## config.mk

```make
export PLATFORM = sky130hd
export DESIGN_NAME = dsirq_top
export DESIGN_NICKNAME = d
export VERILOG_FILES = /design/src/hw/dsirq_pkg.sv /design/src/hw/dsirq_top.sv /design/src/hw/dsirq_sync.sv
export SDC_FILE = /design/constraint.sdc
export NUM_CORES = 1
export LEC_CHECK = 0
export BUFFER_PORTS_ARGS = -buffer_cell sky130_fd_sc_hd__clkbuf_2
export CORE_MARGIN = 4
export CORE_UTILIZATION = 44
export CTS_CLUSTER_SIZE = 8
export DETAILED_ROUTE_END_ITERATION = 10
export HOLD_SLACK_MARGIN = 0.03
export PLACE_DENSITY_LB_ADDON = 0.08
export SLEW_MARGIN = 20
export SYNTH_ARGS = -nofsm -noshare
export SYNTH_HDL_FRONTEND = slang
export SYNTH_SLANG_ARGS = --single-unit
export TNS_END_PERCENT = 30
```

## constraint.sdc

```tcl
create_clock -name aclk -period 2 [get_ports aclk]
set_input_delay 0.3 -clock aclk [delete_from_list [all_inputs] [get_ports aclk]]
set_output_delay 0.3 -clock aclk [all_outputs]
set_load 0.03 [all_outputs]
```

## src/hw/dsirq_pkg.sv

```systemverilog
`default_nettype none
package dsirq_pkg;
  // ----------------------------------------------------------------
  // Register byte offsets
  // ----------------------------------------------------------------
  localparam logic [7:0] TRIGGER_MODE_CONTROL_OFS = 8'h00;
  localparam logic [7:0] MISC_CONTROL_OFS = 8'h04;
  localparam logic [7:0] STAMP_SELECT_CONTROL_OFS = 8'h08;
  localparam logic [7:0] PIN_A_ROUTE_CONTROL_OFS = 8'h0c;
  localparam logic [7:0] PIN_B_ROUTE_CONTROL_OFS = 8'h10;
  localparam logic [7:0] PIN_BEHAVIOUR_CONTROL_OFS = 8'h14;
  localparam logic [7:0] SOURCE_STATUS_OFS = 8'h18;
  localparam logic [7:0] IBI_FEATURE_OFS = 8'h1c;
  // ----------------------------------------------------------------
  // Field positions
  // ----------------------------------------------------------------
  localparam int LATCH_MODE_SELECT_BIT = 0;
  localparam int LEVEL_MODE_SELECT_BIT = 1;
  localparam int EDGE_TRIGGER_SELECT_BIT = 2;
  localparam int STAMP_SENSOR_SELECT_BIT = 0;
  localparam int STAMP_AXIS_Z_BIT = 1;
  localparam int STAMP_AXIS_Y_BIT = 2;
  localparam int STAMP_AXIS_X_BIT = 3;
  localparam int TRIGGER_ACCEL_EXTEND_BIT = 4;
  localparam int GATED_READY_ROUTE_BIT = 7;
  localparam int IRQ_POLARITY_SELECT_BIT = 0;
  localparam int IRQ_OUTPUT_TYPE_BIT = 1;
  localparam int SRC_MOTION_LO = 5;
  // ----------------------------------------------------------------
  // Mode codes {edge, level, latch}
  // ----------------------------------------------------------------
  localparam logic [2:0] MODE_OFF = 3'h0;
  localparam logic [2:0] MODE_LATCHED = 3'h3;
  localparam logic [2:0] MODE_QUEUE_GATE = 3'h6;
  // ----------------------------------------------------------------
  // Reset values and AXI response codes
  // ----------------------------------------------------------------
  localparam logic [4:0] STAMP_SELECT_RESET = 5'h0e;
  localparam logic [2:0] TRIGGER_MODE_RESET = 3'h0;
  localparam logic [1:0] AXI_OKAY = 2'h0;
  localparam logic [1:0] AXI_SLVERR = 2'h2;
endpackage
`default_nettype wire

```

## src/hw/dsirq_top.sv

```systemverilog
`default_nettype none
module dsirq_top import dsirq_pkg::*; #(
  parameter int DATA_W = 16,
  parameter int NSRC = 7
) (
  input wire logic aclk,
  input wire logic aresetn,
  input wire logic [7:0] s_axi_awaddr,
  input wire logic s_axi_awvalid,
  output logic s_axi_awready,
  input wire logic [31:0] s_axi_wdata,
  input wire logic [3:0] s_axi_wstrb,
  input wire logic s_axi_wvalid,
  output logic s_axi_wready,
  output logic [1:0] s_axi_bresp,
  output logic s_axi_bvalid,
  input wire logic s_axi_bready,
  input wire logic [7:0] s_axi_araddr,
  input wire logic s_axi_arvalid,
  output logic s_axi_arready,
  output logic [31:0] s_axi_rdata,
  output logic [1:0] s_axi_rresp,
  output logic s_axi_rvalid,
  input wire logic s_axi_rready,
  input wire logic gyro_valid,
  input wire logic [2:0][DATA_W-1:0] gyro_data,
  input wire logic accel_valid,
  input wire logic [2:0][DATA_W-1:0] accel_data,
  input wire logic accel_active,
  input wire logic [NSRC-1:0] irq_sources,
  output logic gyro_out_valid,
  output logic [2:0][DATA_W-1:0] gyro_out,
  output logic gyro_queue_write,
  output logic accel_out_valid,
  output logic [2:0][DATA_W-1:0] accel_out,
  output logic accel_queue_write,
  output logic irq_pin_a_o,
  output logic irq_pin_a_oe_n,
  input wire logic irq_pin_b_i,
  output logic irq_pin_b_o,
  output logic irq_pin_b_oe_n,
  output logic ibi_request,
  output logic [7:0] ibi_feature
);
  // ----------------------------------------------------------------
  // Parameter checks
  // ----------------------------------------------------------------
  if (DATA_W < 2 || DATA_W > 32) begin : g_bad_width
    $error("DATA_W must lie between 2 and 32");
  end
  if (NSRC != 7) begin : g_bad_src
    $error("NSRC must be 7 to fit the route registers");
  end

  // ----------------------------------------------------------------
  // State
  // ----------------------------------------------------------------
  typedef struct packed {
    logic aw_held;
    logic [7:0] awaddr;
    logic w_held;
    logic [7:0] wdata;
    logic wlane;
    logic bvalid;
    logic [1:0] bresp;
    logic rvalid;
    logic [31:0] rdata;
    logic [1:0] rresp;
    logic [2:0] mode;
    logic trig_pol;
    logic [4:0] stamp_sel;
    logic [7:0] route_a;
    logic [NSRC-1:0] route_b;
    logic [1:0] pin_beh;
    logic prev_active;
    logic win_even;
    logic [2:0][DATA_W-1:0] gyro_q;
    logic gyro_v;
    logic gyro_wr;
    logic [2:0][DATA_W-1:0] accel_q;
    logic accel_v;
    logic accel_wr;
    logic ready_pulse;
    logic pin_a_on;
    logic pin_b_on;
    logic [NSRC-1:0] src_prev;
    logic ibi_req;
    logic [7:0] ibi_feat;
  } dsirq_state_t;

  dsirq_state_t st_r;
  dsirq_state_t st_nxt;
  logic trig_level;
  logic active;
  logic tick;
  logic rise;
  logic latched;
  logic queue_gate;
  logic [NSRC-1:0] src_gated;
  logic [NSRC-1:0] src_new;
  logic win_even_now;
  logic w_fire;
  logic [31:0] rd_word;
  logic rd_ok;

  dsirq_sync u_trig_sync (
    .aclk(aclk),
    .aresetn(aresetn),
    .pin_i(irq_pin_b_i),
    .level_o(trig_level)
  );

  // ----------------------------------------------------------------
  // Helpers
  // ----------------------------------------------------------------
  // Replaces the LSB of each selected axis; x, y, z sit at index 0, 1, 2.
  function automatic logic [2:0][DATA_W-1:0] stamp_axes(
    input logic [2:0][DATA_W-1:0] d,
    input logic [4:0] sel,
    input logic en,
    input logic val
  );
    logic [2:0][DATA_W-1:0] r;
    r = d;
    if (en && sel[STAMP_AXIS_X_BIT]) begin
      r[0][0] = val;
    end
    if (en && sel[STAMP_AXIS_Y_BIT]) begin
      r[1][0] = val;
    end
    if (en && sel[STAMP_AXIS_Z_BIT]) begin
      r[2][0] = val;
    end
    return r;
  endfunction

  function automatic logic [31:0] read_reg(input dsirq_state_t s, input logic [7:0] a,
                                           input logic [NSRC-1:0] src, input logic lvl);
    logic [31:0] r;
    r = 32'h0;
    if (a == TRIGGER_MODE_CONTROL_OFS) begin
      r[2:0] = s.mode;
    end else if (a == MISC_CONTROL_OFS) begin
      r[0] = s.trig_pol;
    end else if (a == STAMP_SELECT_CONTROL_OFS) begin
      r[4:0] = s.stamp_sel;
    end else if (a == PIN_A_ROUTE_CONTROL_OFS) begin
      r[7:0] = s.route_a;
    end else if (a == PIN_B_ROUTE_CONTROL_OFS) begin
      r[NSRC-1:0] = s.route_b;
    end else if (a == PIN_BEHAVIOUR_CONTROL_OFS) begin
      r[1:0] = s.pin_beh;
    end else if (a == SOURCE_STATUS_OFS) begin
      r[NSRC-1:0] = src;
      r[8] = lvl;
      r[9] = s.win_even;
    end else if (a == IBI_FEATURE_OFS) begin
      r[7:0] = s.ibi_feat;
    end
    return r;
  endfunction

  function automatic logic reg_mapped(input logic [7:0] a);
    return a[1:0] == 2'h0 && a <= IBI_FEATURE_OFS;
  endfunction

  // ----------------------------------------------------------------
  // Trigger detection
  // ----------------------------------------------------------------
  // Trigger polarity: active low unless the polarity bit is set.
  // polarity of trigger
  assign active = st_r.trig_pol ? trig_level : ~trig_level;
  // Both sensors run at one rate in the trigger modes, so either strobe marks a period.
  // shared rate assumed
  assign tick = gyro_valid | accel_valid;
  assign rise = tick & active & ~st_r.prev_active;
  assign latched = st_r.mode == MODE_LATCHED;
  assign queue_gate = st_r.mode == MODE_QUEUE_GATE;
  // Each window toggles the parity; the first window after reset is odd.
  // window parity
  assign win_even_now = (queue_gate && rise) ? ~st_r.win_even : st_r.win_even;
  assign src_gated = {irq_sources[NSRC-1:SRC_MOTION_LO] & {(NSRC-SRC_MOTION_LO){accel_active}},
                      irq_sources[SRC_MOTION_LO-1:0]};
  assign src_new = src_gated & ~st_r.src_prev & (st_r.route_a[NSRC-1:0] | st_r.route_b);
  assign w_fire = st_r.aw_held && st_r.w_held && !st_r.bvalid;
  assign rd_word = read_reg(st_r, s_axi_araddr, src_gated, trig_level);
  assign rd_ok = reg_mapped(s_axi_araddr);

  // ----------------------------------------------------------------
  // Next state
  // ----------------------------------------------------------------
  always_comb begin
    logic gyro_cov;
    logic accel_cov;
    logic stamp_on;
    logic stamp_val;
    logic pulse;
    gyro_cov = 1'b1;
    accel_cov = st_r.stamp_sel[TRIGGER_ACCEL_EXTEND_BIT];
    stamp_on = latched | queue_gate;
    stamp_val = 1'b0;
    pulse = 1'b0;
    st_nxt = st_r;
    // AXI write: address and data are taken in either order.
    if (s_axi_awvalid && !st_r.aw_held) begin
      st_nxt.aw_held = 1'b1;
      st_nxt.awaddr = s_axi_awaddr;
    end
    if (s_axi_wvalid && !st_r.w_held) begin
      st_nxt.w_held = 1'b1;
      st_nxt.wdata = s_axi_wdata[7:0];
      st_nxt.wlane = s_axi_wstrb[0];
    end
    if (w_fire) begin
      st_nxt.aw_held = 1'b0;
      st_nxt.w_held = 1'b0;
      st_nxt.bvalid = 1'b1;
      st_nxt.bresp = reg_mapped(st_r.awaddr) ? AXI_OKAY : AXI_SLVERR;
      if (st_r.wlane) begin
        if (st_r.awaddr == TRIGGER_MODE_CONTROL_OFS) begin
          st_nxt.mode = st_r.wdata[2:0];
        end else if (st_r.awaddr == MISC_CONTROL_OFS) begin
          st_nxt.trig_pol = st_r.wdata[0];
        end else if (st_r.awaddr == STAMP_SELECT_CONTROL_OFS) begin
          st_nxt.stamp_sel = st_r.wdata[4:0];
        end else if (st_r.awaddr == PIN_A_ROUTE_CONTROL_OFS) begin
          st_nxt.route_a = st_r.wdata;
        end else if (st_r.awaddr == PIN_B_ROUTE_CONTROL_OFS) begin
          st_nxt.route_b = st_r.wdata[NSRC-1:0];
        end else if (st_r.awaddr == PIN_BEHAVIOUR_CONTROL_OFS) begin
          st_nxt.pin_beh = st_r.wdata[1:0];
        end
      end
    end
    if (st_r.bvalid && s_axi_bready) begin
      st_nxt.bvalid = 1'b0;
    end
    // AXI read: one outstanding, data registered.
    if (s_axi_arvalid && !st_r.rvalid) begin
      st_nxt.rvalid = 1'b1;
      st_nxt.rdata = rd_word;
      st_nxt.rresp = rd_ok ? AXI_OKAY : AXI_SLVERR;
    end else if (st_r.rvalid && s_axi_rready) begin
      st_nxt.rvalid = 1'b0;
    end
    // The level seen at a data update is final for that period.
    // sample at update
    if (tick) begin
      st_nxt.prev_active = active;
    end
    st_nxt.win_even = win_even_now;
    if (latched) begin
      stamp_val = rise;
    end else if (queue_gate) begin
      stamp_val = win_even_now;
    end
    st_nxt.gyro_v = gyro_valid;
    if (gyro_valid) begin
      st_nxt.gyro_q = stamp_axes(gyro_data, st_r.stamp_sel,
                                 stamp_on && gyro_cov && !st_r.stamp_sel[STAMP_SENSOR_SELECT_BIT],
                                 stamp_val);
    end
    st_nxt.accel_v = accel_valid;
    if (accel_valid) begin
      st_nxt.accel_q = stamp_axes(accel_data, st_r.stamp_sel,
                                  stamp_on && accel_cov && st_r.stamp_sel[STAMP_SENSOR_SELECT_BIT],
                                  stamp_val);
    end
    st_nxt.gyro_wr = gyro_valid && (!(queue_gate && gyro_cov) || active);
    st_nxt.accel_wr = accel_valid && (!(queue_gate && accel_cov) || active);
    // The pulse lines up with the output valid of the stamped sample.
    // gated ready pulse
    pulse = latched && st_r.route_a[GATED_READY_ROUTE_BIT] && rise;
    st_nxt.ready_pulse = pulse;
    // Sources OR together on each pin.
    // independent routing
    st_nxt.pin_a_on = |(src_gated & st_r.route_a[NSRC-1:0]) | pulse;
    st_nxt.pin_b_on = |(src_gated & st_r.route_b);
    st_nxt.src_prev = src_gated;
    st_nxt.ibi_req = (|src_new) | pulse;
    if ((|src_new) || pulse) begin
      st_nxt.ibi_feat = {pulse, src_new};
    end
  end

  always_ff @(posedge aclk) begin
    if (!aresetn) begin
      st_r <= '0;
      st_r.mode <= TRIGGER_MODE_RESET;
      st_r.stamp_sel <= STAMP_SELECT_RESET;
      st_r.win_even <= 1'b1;
    end else begin
      st_r <= st_nxt;
    end
  end

  // ----------------------------------------------------------------
  // Outputs
  // ----------------------------------------------------------------
  assign s_axi_awready = !st_r.aw_held;
  assign s_axi_wready = !st_r.w_held;
  assign s_axi_bvalid = st_r.bvalid;
  assign s_axi_bresp = st_r.bresp;
  assign s_axi_arready = !st_r.rvalid;
  assign s_axi_rvalid = st_r.rvalid;
  assign s_axi_rdata = st_r.rdata;
  assign s_axi_rresp = st_r.rresp;
  assign gyro_out_valid = st_r.gyro_v;
  assign gyro_out = st_r.gyro_q;
  assign gyro_queue_write = st_r.gyro_wr;
  assign accel_out_valid = st_r.accel_v;
  assign accel_out = st_r.accel_q;
  assign accel_queue_write = st_r.accel_wr;
  assign ibi_request = st_r.ibi_req;
  assign ibi_feature = st_r.ibi_feat;
  assign irq_pin_a_o = st_r.pin_a_on ^ st_r.pin_beh[IRQ_POLARITY_SELECT_BIT];
  assign irq_pin_b_o = st_r.pin_b_on ^ st_r.pin_beh[IRQ_POLARITY_SELECT_BIT];
  // Open drain releases the pin whenever it is not asserted.
  // output type
  assign irq_pin_a_oe_n = st_r.pin_beh[IRQ_OUTPUT_TYPE_BIT] & ~st_r.pin_a_on;
  // Pin B becomes the trigger input in every trigger mode.
  // pin B as input
  assign irq_pin_b_oe_n = (st_r.mode != MODE_OFF) |
                          (st_r.pin_beh[IRQ_OUTPUT_TYPE_BIT] & ~st_r.pin_b_on);
endmodule
`default_nettype wire

```

## src/hw/dsirq_sync.sv

```systemverilog
`default_nettype none
module dsirq_sync (
  input wire logic aclk,
  input wire logic aresetn,
  input wire logic pin_i,
  output logic level_o
);
  typedef struct packed {
    logic s1;
    logic s2;
    logic s3;
    logic level;
  } dsirq_sync_t;

  dsirq_sync_t st_r;
  dsirq_sync_t st_nxt;

  // A change is taken only once the second and third stages agree.
  always_comb begin
    st_nxt = st_r;
    st_nxt.s1 = pin_i;
    st_nxt.s2 = st_r.s1;
    st_nxt.s3 = st_r.s2;
    if (st_r.s2 == st_r.s3) begin
      st_nxt.level = st_r.s3;
    end
  end

  // All stages reset high, the inactive level of the default active-low trigger.
  always_ff @(posedge aclk) begin
    if (!aresetn) begin
      st_r <= '1;
    end else begin
      st_r <= st_nxt;
    end
  end

  assign level_o = st_r.level;
endmodule
`default_nettype wire

```

==> results by group, run 1 <==
Global route
  – Largest net degree at the start of global routing: 89
  – First-pass GRT wire length: 30,770 um
  – Vias in the first global route: 5,846
  – Gr usage total: 0.1846
  – Antenna violations before repair: 1
  – Gr ovfl total: 0

Detailed routing
  – DR vias: 6,194
  – Vias per inst: 4.820
  – Initial drt markers: 337
  – Initial DRT Pass Iterations: 5
  – WL final: 19,900 um
  – Wire per inst: 15.48 um
  – Post-route ant nets: 0
  – # DRC: 0

Hold path
  – Hold Crit Start: s_axi_rready
  – Hold Path Sink: s_axi_rvalid
  – Worst hold path class: primary input to register
  – Hold Path Stages: 2

STA
  – Tmin final: 2.023 ns
  – Setup_tns: -0.02869 ns
  – Clk_skew: 0.01064 ns
  – Slew HR: 0.6275
  – Final hold viol count: 0
  – Setup Viol. Count Final: 2
  – Fin. max-slew vios: 0
  – Fmax achieved: 0.4944 GHz
  – Slew at the pin closest to its max-slew limit: 0.5563 ns
  – Minimum setup slack in the final design: -0.02280 ns
  – Hold slack: 0.06412 ns
  – RSZ-0062 raised after global routing: yes
  – Tcrit/Tclk final: 1.011

Final layout
  – Layout cells sized above 1: 0.3210
  – Fill cells: 1,816
  – Seq. cell area: 3665 um^2
  – Fin nets: 1,209
  – Diode count: 0
  – Area delta synth->final: 15.74%
  – Multi-input gate area: 3407 um^2

Yosys
  – Post-synth top cells: dfxtp_1, nor2_1, buf_4
  – Post-synth EDFFs: 0
  – Main area contributors after synthesis: dfxtp_1, mux2i_1, buf_4, nor2_1, nand2_1
  – Synth Instances: 897
  – Sequential-to-total area share from yosys stat: 0.4462
  – Asr flop ratio synth: 0
  – Post-Syn Area: 8210 um^2
  – Synth Flop Type: dfxtp_1
  – Yosys reg bits: 183
  – Area leader, netlist: dfxtp_1
  – Post-synth top area share: 0.4462
  – Syn avg cell area: 9.153 um^2
  – Cell variety after synth: 50
  – Most numerous cell in the Yosys netlist: dfxtp_1
  – Number of warnings issued by yosys: 0

Setup path
  – Reg-to-Reg Start: st_r[202]
  – Reg2reg path depth: 7
  – R2R setup slack: -0.02 ns
  – Endpoint class of the critical path: register
  – CP startpoint kind: register
  – Reg2reg end: st_r[125]
  – Arr. time, crit path: 2.33 ns
  – Required @ worst endpoint: 2.30 ns
  – CP Max Fanout: 7
  – CP Class: register to register

Clock tree
  – Setup Fix Bufs, Post-CTS: 0
  – CTS buffer count: 17
  – Skew-Pair Late Insertion Delay: 0.42 ns
  – Clock Path Buffers: 2
  – H-tree depth: 4
  – Clock net sink count: 183
  – CTS tree: built
  – Root Buffer: clkbuf_16
  – CTS Hold Buffers Added: 0
  – CTS clock-pin slew for the worst setup and hold paths: 0.07 ns

Die
  – Die Ht: 144.6 um
  – Top Ports: 320
  – Cell row count: 49
  – Die area: 20,910 um^2
  – Initial Util: 0.4524
  – Die Width: 144.6 um
  – Core ar.: 18,150 um^2

Run status
  – Violated checks: setup timing
  – Outcome: complete, but fails checks

Power and ir drop
  – LEAKAGE: 4.547 nW
  – Power per cell area: 861.7 nW/um^2
  – Overall power: 8.189 mW
  – Worst vdd ir: 588.4 uV

Placed design
  – Detail Placement HPWL: 14,740 um
  – GPL Wtd Cong: 0.8155
  – I/O Buffers: 268

Run
  – Max-cap violations: 0
[per-layer routing]
layer  vias to the layer above  share of wire  routed length, um  track usage
met5                         -        0.00065                 13            0
met4                         2          0.011                228      0.05106
met3                        19          0.079               1563      0.06184
met2                       206           0.47               9268       0.2882
met1                      2807           0.44               8823       0.2454
li1                       3160              -                  -            -
[cells by family (layout without fill, tap and decap cells)]
group,Yosys count,after routing,share of synthesized area
AOI/OAI and AO/OA,93,93,0.07407
xor gates and xnor gates,6,6,0.006400
buffers and inverters,192,328,0.1522
DFF,183,183,0.4462
muxes,126,126,0.1541
other,1,24,0.0004567
and+or+nand+nor,296,296,0.1666
[flip-flops by register name, indices dropped and copies added (netlist names)]
signal,flops
s_axi_rdata,10
u_trig_sync.level_o,1
gyro_queue_write,1
ibi_feature,8
s_axi_rresp,1
s_axi_bvalid,1
ibi_request,1
st_r,56
accel_queue_write,1
s_axi_rvalid,1
u_trig_sync.st_nxt,2
accel_out_valid,1
s_axi_bresp,1
accel_out,48
gyro_out_valid,1
gyro_out,48
u_trig_sync.st_r,1
[cell usage in the layout, fill, tap and decap left out, types with 12 or more instances in the layout]
master | netlist | layout
clkbuf_2 | 0 | 266
dfxtp_1 | 183 | 182
nor2_1 | 143 | 143
mux2i_1 | 123 | 122
nand2_1 | 59 | 59
a21oi_1 | 29 | 29
nor2b_1 | 25 | 25
conb_1 | 1 | 24
clkbuf_16 | 0 | 17
buf_4 | 140 | 15
o21ai_0 | 14 | 12
[through the flow]
step,instances,util,cell area [um^2],setup WS (ns)
2_1_floorplan,920,-,8297,0.007603
3_3_place_gp,1253,0.4910,8911,-0.06409
3_5_place_dp,1253,0.4910,8911,-0.08334
4_1_cts,1285,0.5223,9478,-0.03230
5_1_grt,1285,0.5236,9503,-0.1314
6_report,1285,0.5236,9503,-0.02280
[worst max-delay path by stage]
stage	from	to	slack, ns	cells after the start
6_report	st_r[202]	st_r[125]	-0.02	7
4_1_cts	st_r[202]	st_r[125]	-0.03	7
3_5_place_dp	st_r[202]	st_r[145]	-0.08	5
3_3_place_gp	st_r[202]	st_r[146]	-0.06	5
2_1_floorplan	st_r[202]	st_r[144]	0.008	5
5_1_grt	st_r[202]	st_r[125]	-0.13	7
[worst max-delay path: stages, from the launching register on]
cell	delay (ns)
dfxtp_2	0.32
or4_4	0.53
or3_4	0.35
buf_6	0.13
nor4_4	0.13
buf_6	0.18
mux2i_2	0.22
nor2_1	0.05
[final cells by class]
type                            instances  share of cell area
Timing Repair Buffer                  289              0.1638
Clock buffer                           21             0.04845
Sequential cell                       183              0.3856
Tap cell                              229             0.03015
Multi-Input combinational cell        545              0.3585
Inverter                                7            0.003028
Clock inverter                         11             0.01040
[power breakdown]
group          leakage [nW]  switching, mW  internal [mW]
clock                 0.270           1.42           1.78
combinational          2.78          0.696          0.393
sequential             1.50         0.0950           3.80
[what timing repair did]
action,in CTS,in global routing
endpoints found under the setup margin,10,19
resized for setup,2,9
cloned,0,0
pin swaps,1,5
(Power assumes the default switching activity.)
==> inputs of run 2 (changes only) <==
- ABC_AREA: not set -> 1
==> run 2 against run 1 <==
The flow now finishes without violations. Clock-buffer cell count down 3. Global-route usage up 1.7 points. Synthesized area about the same. Via count up 11%. Critical endpoint is now irq_pin_b_oe_n.
==> results by group, run 2 <==
Final layout
  – Fin nets: 1,384 (was 1,209)
  – Area delta synth->final: 15.22% (was 15.74%)
  – Max reg flops: 56 (unchanged)
  – Commonest cells after routing, fill and taps aside: clkbuf_2, nor2_1, dfxtp_1 (was clkbuf_2, dfxtp_1, nor2_1)
  – Layout Cells excl Fill: 1,459 (was 1,285)
  – Diode count: 0 (unchanged)
  – Most common cell after layout, fill and taps aside: clkbuf_2 (unchanged)
  – Layout Utilization: 0.5210 (was 0.5236)
  – Layout cells sized above 1: 0.2829 (was 0.3210)
  – Largest Register: st_r (unchanged)
  – Design area: 9454 um^2 (was 9503 um^2)

Placed design
  – GPL Wtd Cong: 0.9227 (was 0.8155)
  – I/O Buffers: 268 (unchanged)
  – Placed Area: 8822 um^2 (was 8911 um^2)
  – Detail Placement HPWL: 16,210 um (was 14,740 um)
  – Placed cell count: 1,428 (was 1,253)

Detailed routing
  – WL final: 21,750 um (was 19,900 um)
  – # DRC: 0 (unchanged)
  – Wire per inst: 14.91 um (was 15.48 um)
  – DR vias: 6,906 (was 6,194)
  – Post-route ant nets: 0 (unchanged)
  – Vias per inst: 4.733 (was 4.820)
  – Initial DRT Pass Iterations: 5 (unchanged)
  – Initial drt markers: 398 (was 337)

STA
  – Hold slack: 0.05882 ns (was 0.06412 ns)
  – Clk_skew: 0.009468 ns (was 0.01064 ns)
  – Setup Viol. Count Final: 0 (was 2)
  – Tcrit/Tclk final: 0.8643 (was 1.011)
  – Tmin final: 1.729 ns (was 2.023 ns)
  – Setup_tns: 0 ns (was -0.02869 ns)
  – Fin. max-slew vios: 0 (unchanged)
  – Fmax achieved: 0.5785 GHz (was 0.4944 GHz)
  – RSZ-0062 raised after global routing: no (was yes)
  – Final hold viol count: 0 (unchanged)

Die
  – Initial Util: 0.4522 (was 0.4524)
  – Cell row count: 49 (unchanged)
  – Core ar.: 18,150 um^2 (unchanged)
  – Top Ports: 320 (unchanged)
  – Die Width: 144.6 um (about the same)
  – Die Ht: 144.6 um (about the same)
  – Die area: 20,900 um^2 (was 20,910 um^2)

Yosys
  – Sequential-to-total area share from yosys stat: 0.4465 (was 0.4462)
  – Yosys reg bits: 183 (unchanged)
  – Cell variety after synth: 38 (was 50)
  – Area leader, netlist: dfxtp_1 (unchanged)
  – Post-synth top area share: 0.4465 (was 0.4462)
  – Synth Instances: 1,080 (was 897)
  – Number of warnings issued by yosys: 0 (unchanged)
  – Main area contributors after synthesis: dfxtp_1, buf_4, nor2_1, o21ai_0, nand2_1 (was dfxtp_1, mux2i_1, buf_4, nor2_1, nand2_1)
  – Post-synth EDFFs: 0 (unchanged)
  – Post-synth top cells: nor2_1, dfxtp_1, buf_4 (was dfxtp_1, nor2_1, buf_4)
  – Syn avg cell area: 7.598 um^2 (was 9.153 um^2)
  – Most numerous cell in the Yosys netlist: nor2_1 (was dfxtp_1)
  – Asr flop ratio synth: 0 (unchanged)
  – Post-Syn Area: 8205 um^2 (was 8210 um^2)
  – Synth Flop Type: dfxtp_1 (unchanged)

Setup path
  – Arr. time, crit path: 1.43 ns (was 2.33 ns)
  – Required @ worst endpoint: 1.70 ns (was 2.30 ns)
  – CP startpoint kind: register (unchanged)
  – CP Class: register to output port (was register to register)
  – Largest stage delay on the critical path: 0.40 ns (was 0.53 ns)
  – Buffers plus inverters on the worst setup path: 2 (unchanged)
  – Endpoint class of the critical path: output port (was register)
  – Cells along the critical path: inv_1 -> o2111ai_1 -> clkbuf_2 (was or4_4 -> or3_4 -> buf_6 -> nor4_4 -> buf_6 -> mux2i_2 -> nor2_1)
  – Critical Path Source: st_r[122] (was st_r[202])
  – Highest-delay cell along the critical path: dfxtp_1 (was or4_4)
  – CP Max Fanout: 3 (was 7)
  – Reg-to-Reg Start: st_r[143] (was st_r[202])
  – Crit path max-delay family: flip-flops (was simple AND/OR/NAND/NOR gates)

Clock tree
  – H-tree depth: 4 (unchanged)
  – Clock net sink count: 183 (unchanged)
  – CTS Hold Buffers Added: 0 (unchanged)
  – Skew-Pair Late Insertion Delay: 0.42 ns (about the same)
  – Setup Fix Bufs, Post-CTS: 0 (unchanged)
  – CTS clock-pin slew for the worst setup and hold paths: 0.07 ns (about the same)
  – Root Buffer: clkbuf_16 (unchanged)
  – CTS buffer count: 17 (unchanged)
  – Post-CTS Resized: 0 (was 2)
  – CTS tree: built (unchanged)
  – Clock Path Buffers: 2 (unchanged)

Run status
  – Outcome: complete, no violations (was complete, but fails checks)

Power and ir drop
  – Worst vdd ir: 585.2 uV (was 588.4 uV)
  – LEAKAGE: 4.627 nW (was 4.547 nW)
  – Power per cell area: 916.1 nW/um^2 (was 861.7 nW/um^2)

Global route
  – First-pass GRT wire length: 33,200 um (was 30,770 um)
  – Gr usage total: 0.2016 (was 0.1846)
  – Largest net degree at the start of global routing: 53 (was 89)
  – Gr ovfl total: 0 (unchanged)
  – Vias in the first global route: 6,261 (was 5,846)
  – Antenna violations before repair: 0 (was 1)

Hold path
  – Hold Crit Start: s_axi_bready (was s_axi_rready)
  – Worst hold path class: primary input to register (unchanged)

Run
  – Max-cap violations: 0 (unchanged)
==> run 2: changes by cell type in the layout (fill, tap and decap cells not counted), moves of 10 or more <==
cell	previous run	this run
inv_1	6	73
o21ai_0	12	130
nor2_1	143	240
a21oi_1	29	53
nand2b_1	10	0
nand2_1	59	87
a211oi_2	0	11
mux2i_1	122	0
nor2b_1	25	0
nand3_1	8	37
==> run 2: final cells by class <==
class / instances / area, um^2
inverter: 78 / 292.8
clock inverter: 13 / 192.7
clock buffer: 18 / 439.2
timing repair buffer: 283 / 1494
multi-input combinational: 655 / 3085
tap: 229 / 286.5
fill: 1818 / 8693
sequential: 183 / 3664
==> run 2: metal layers <==
metal,GRT usage,share of wire,vias up
met5,0,0,-
met4,0.05106,0.015,0
met3,0.05258,0.075,22
met2,0.3292,0.46,226
met1,0.2668,0.45,3062
li1,-,-,3596
==> run 2: cells by family (layout without fill, tap and decap cells) <==
family,after synthesis,in the layout,share of synthesized area
AND/OR/NAND/NOR,405,405,0.2080
other,1,24,0.0004570
XOR/XNOR,2,2,0.002135
AO/OA/AOI/OAI,224,224,0.1549
flip-flops,183,183,0.4465
buffers and inverters,265,392,0.1880
==> run 2: worst paths after layout <==
check | endpoint | slack [ns] | cells after the start
setup / recovery | irq_pin_b_oe_n | 0.27 | 3
hold / removal | s_axi_bvalid | 0.06 | 2
setup reg to reg | ibi_feature[1] | 0.35 | 8
hold reg to reg | u_trig_sync.st_nxt[1] | 0.42 | 1
==> run 2: stage by stage <==
step                worst slack, ns  total power, mW
floorplan                    0.4835            4.951
global placement             0.2739            5.154
detailed placement           0.2541            5.165
CTS                          0.2678            8.781
global route                 0.1627            9.036
finish                       0.2714            8.661
==> run 2: power breakdown <==
part	internal [mW]	switching [mW]
clock network	2.14	1.45
registers	3.83	0.0891
logic	0.344	0.808
total	6.31	2.35
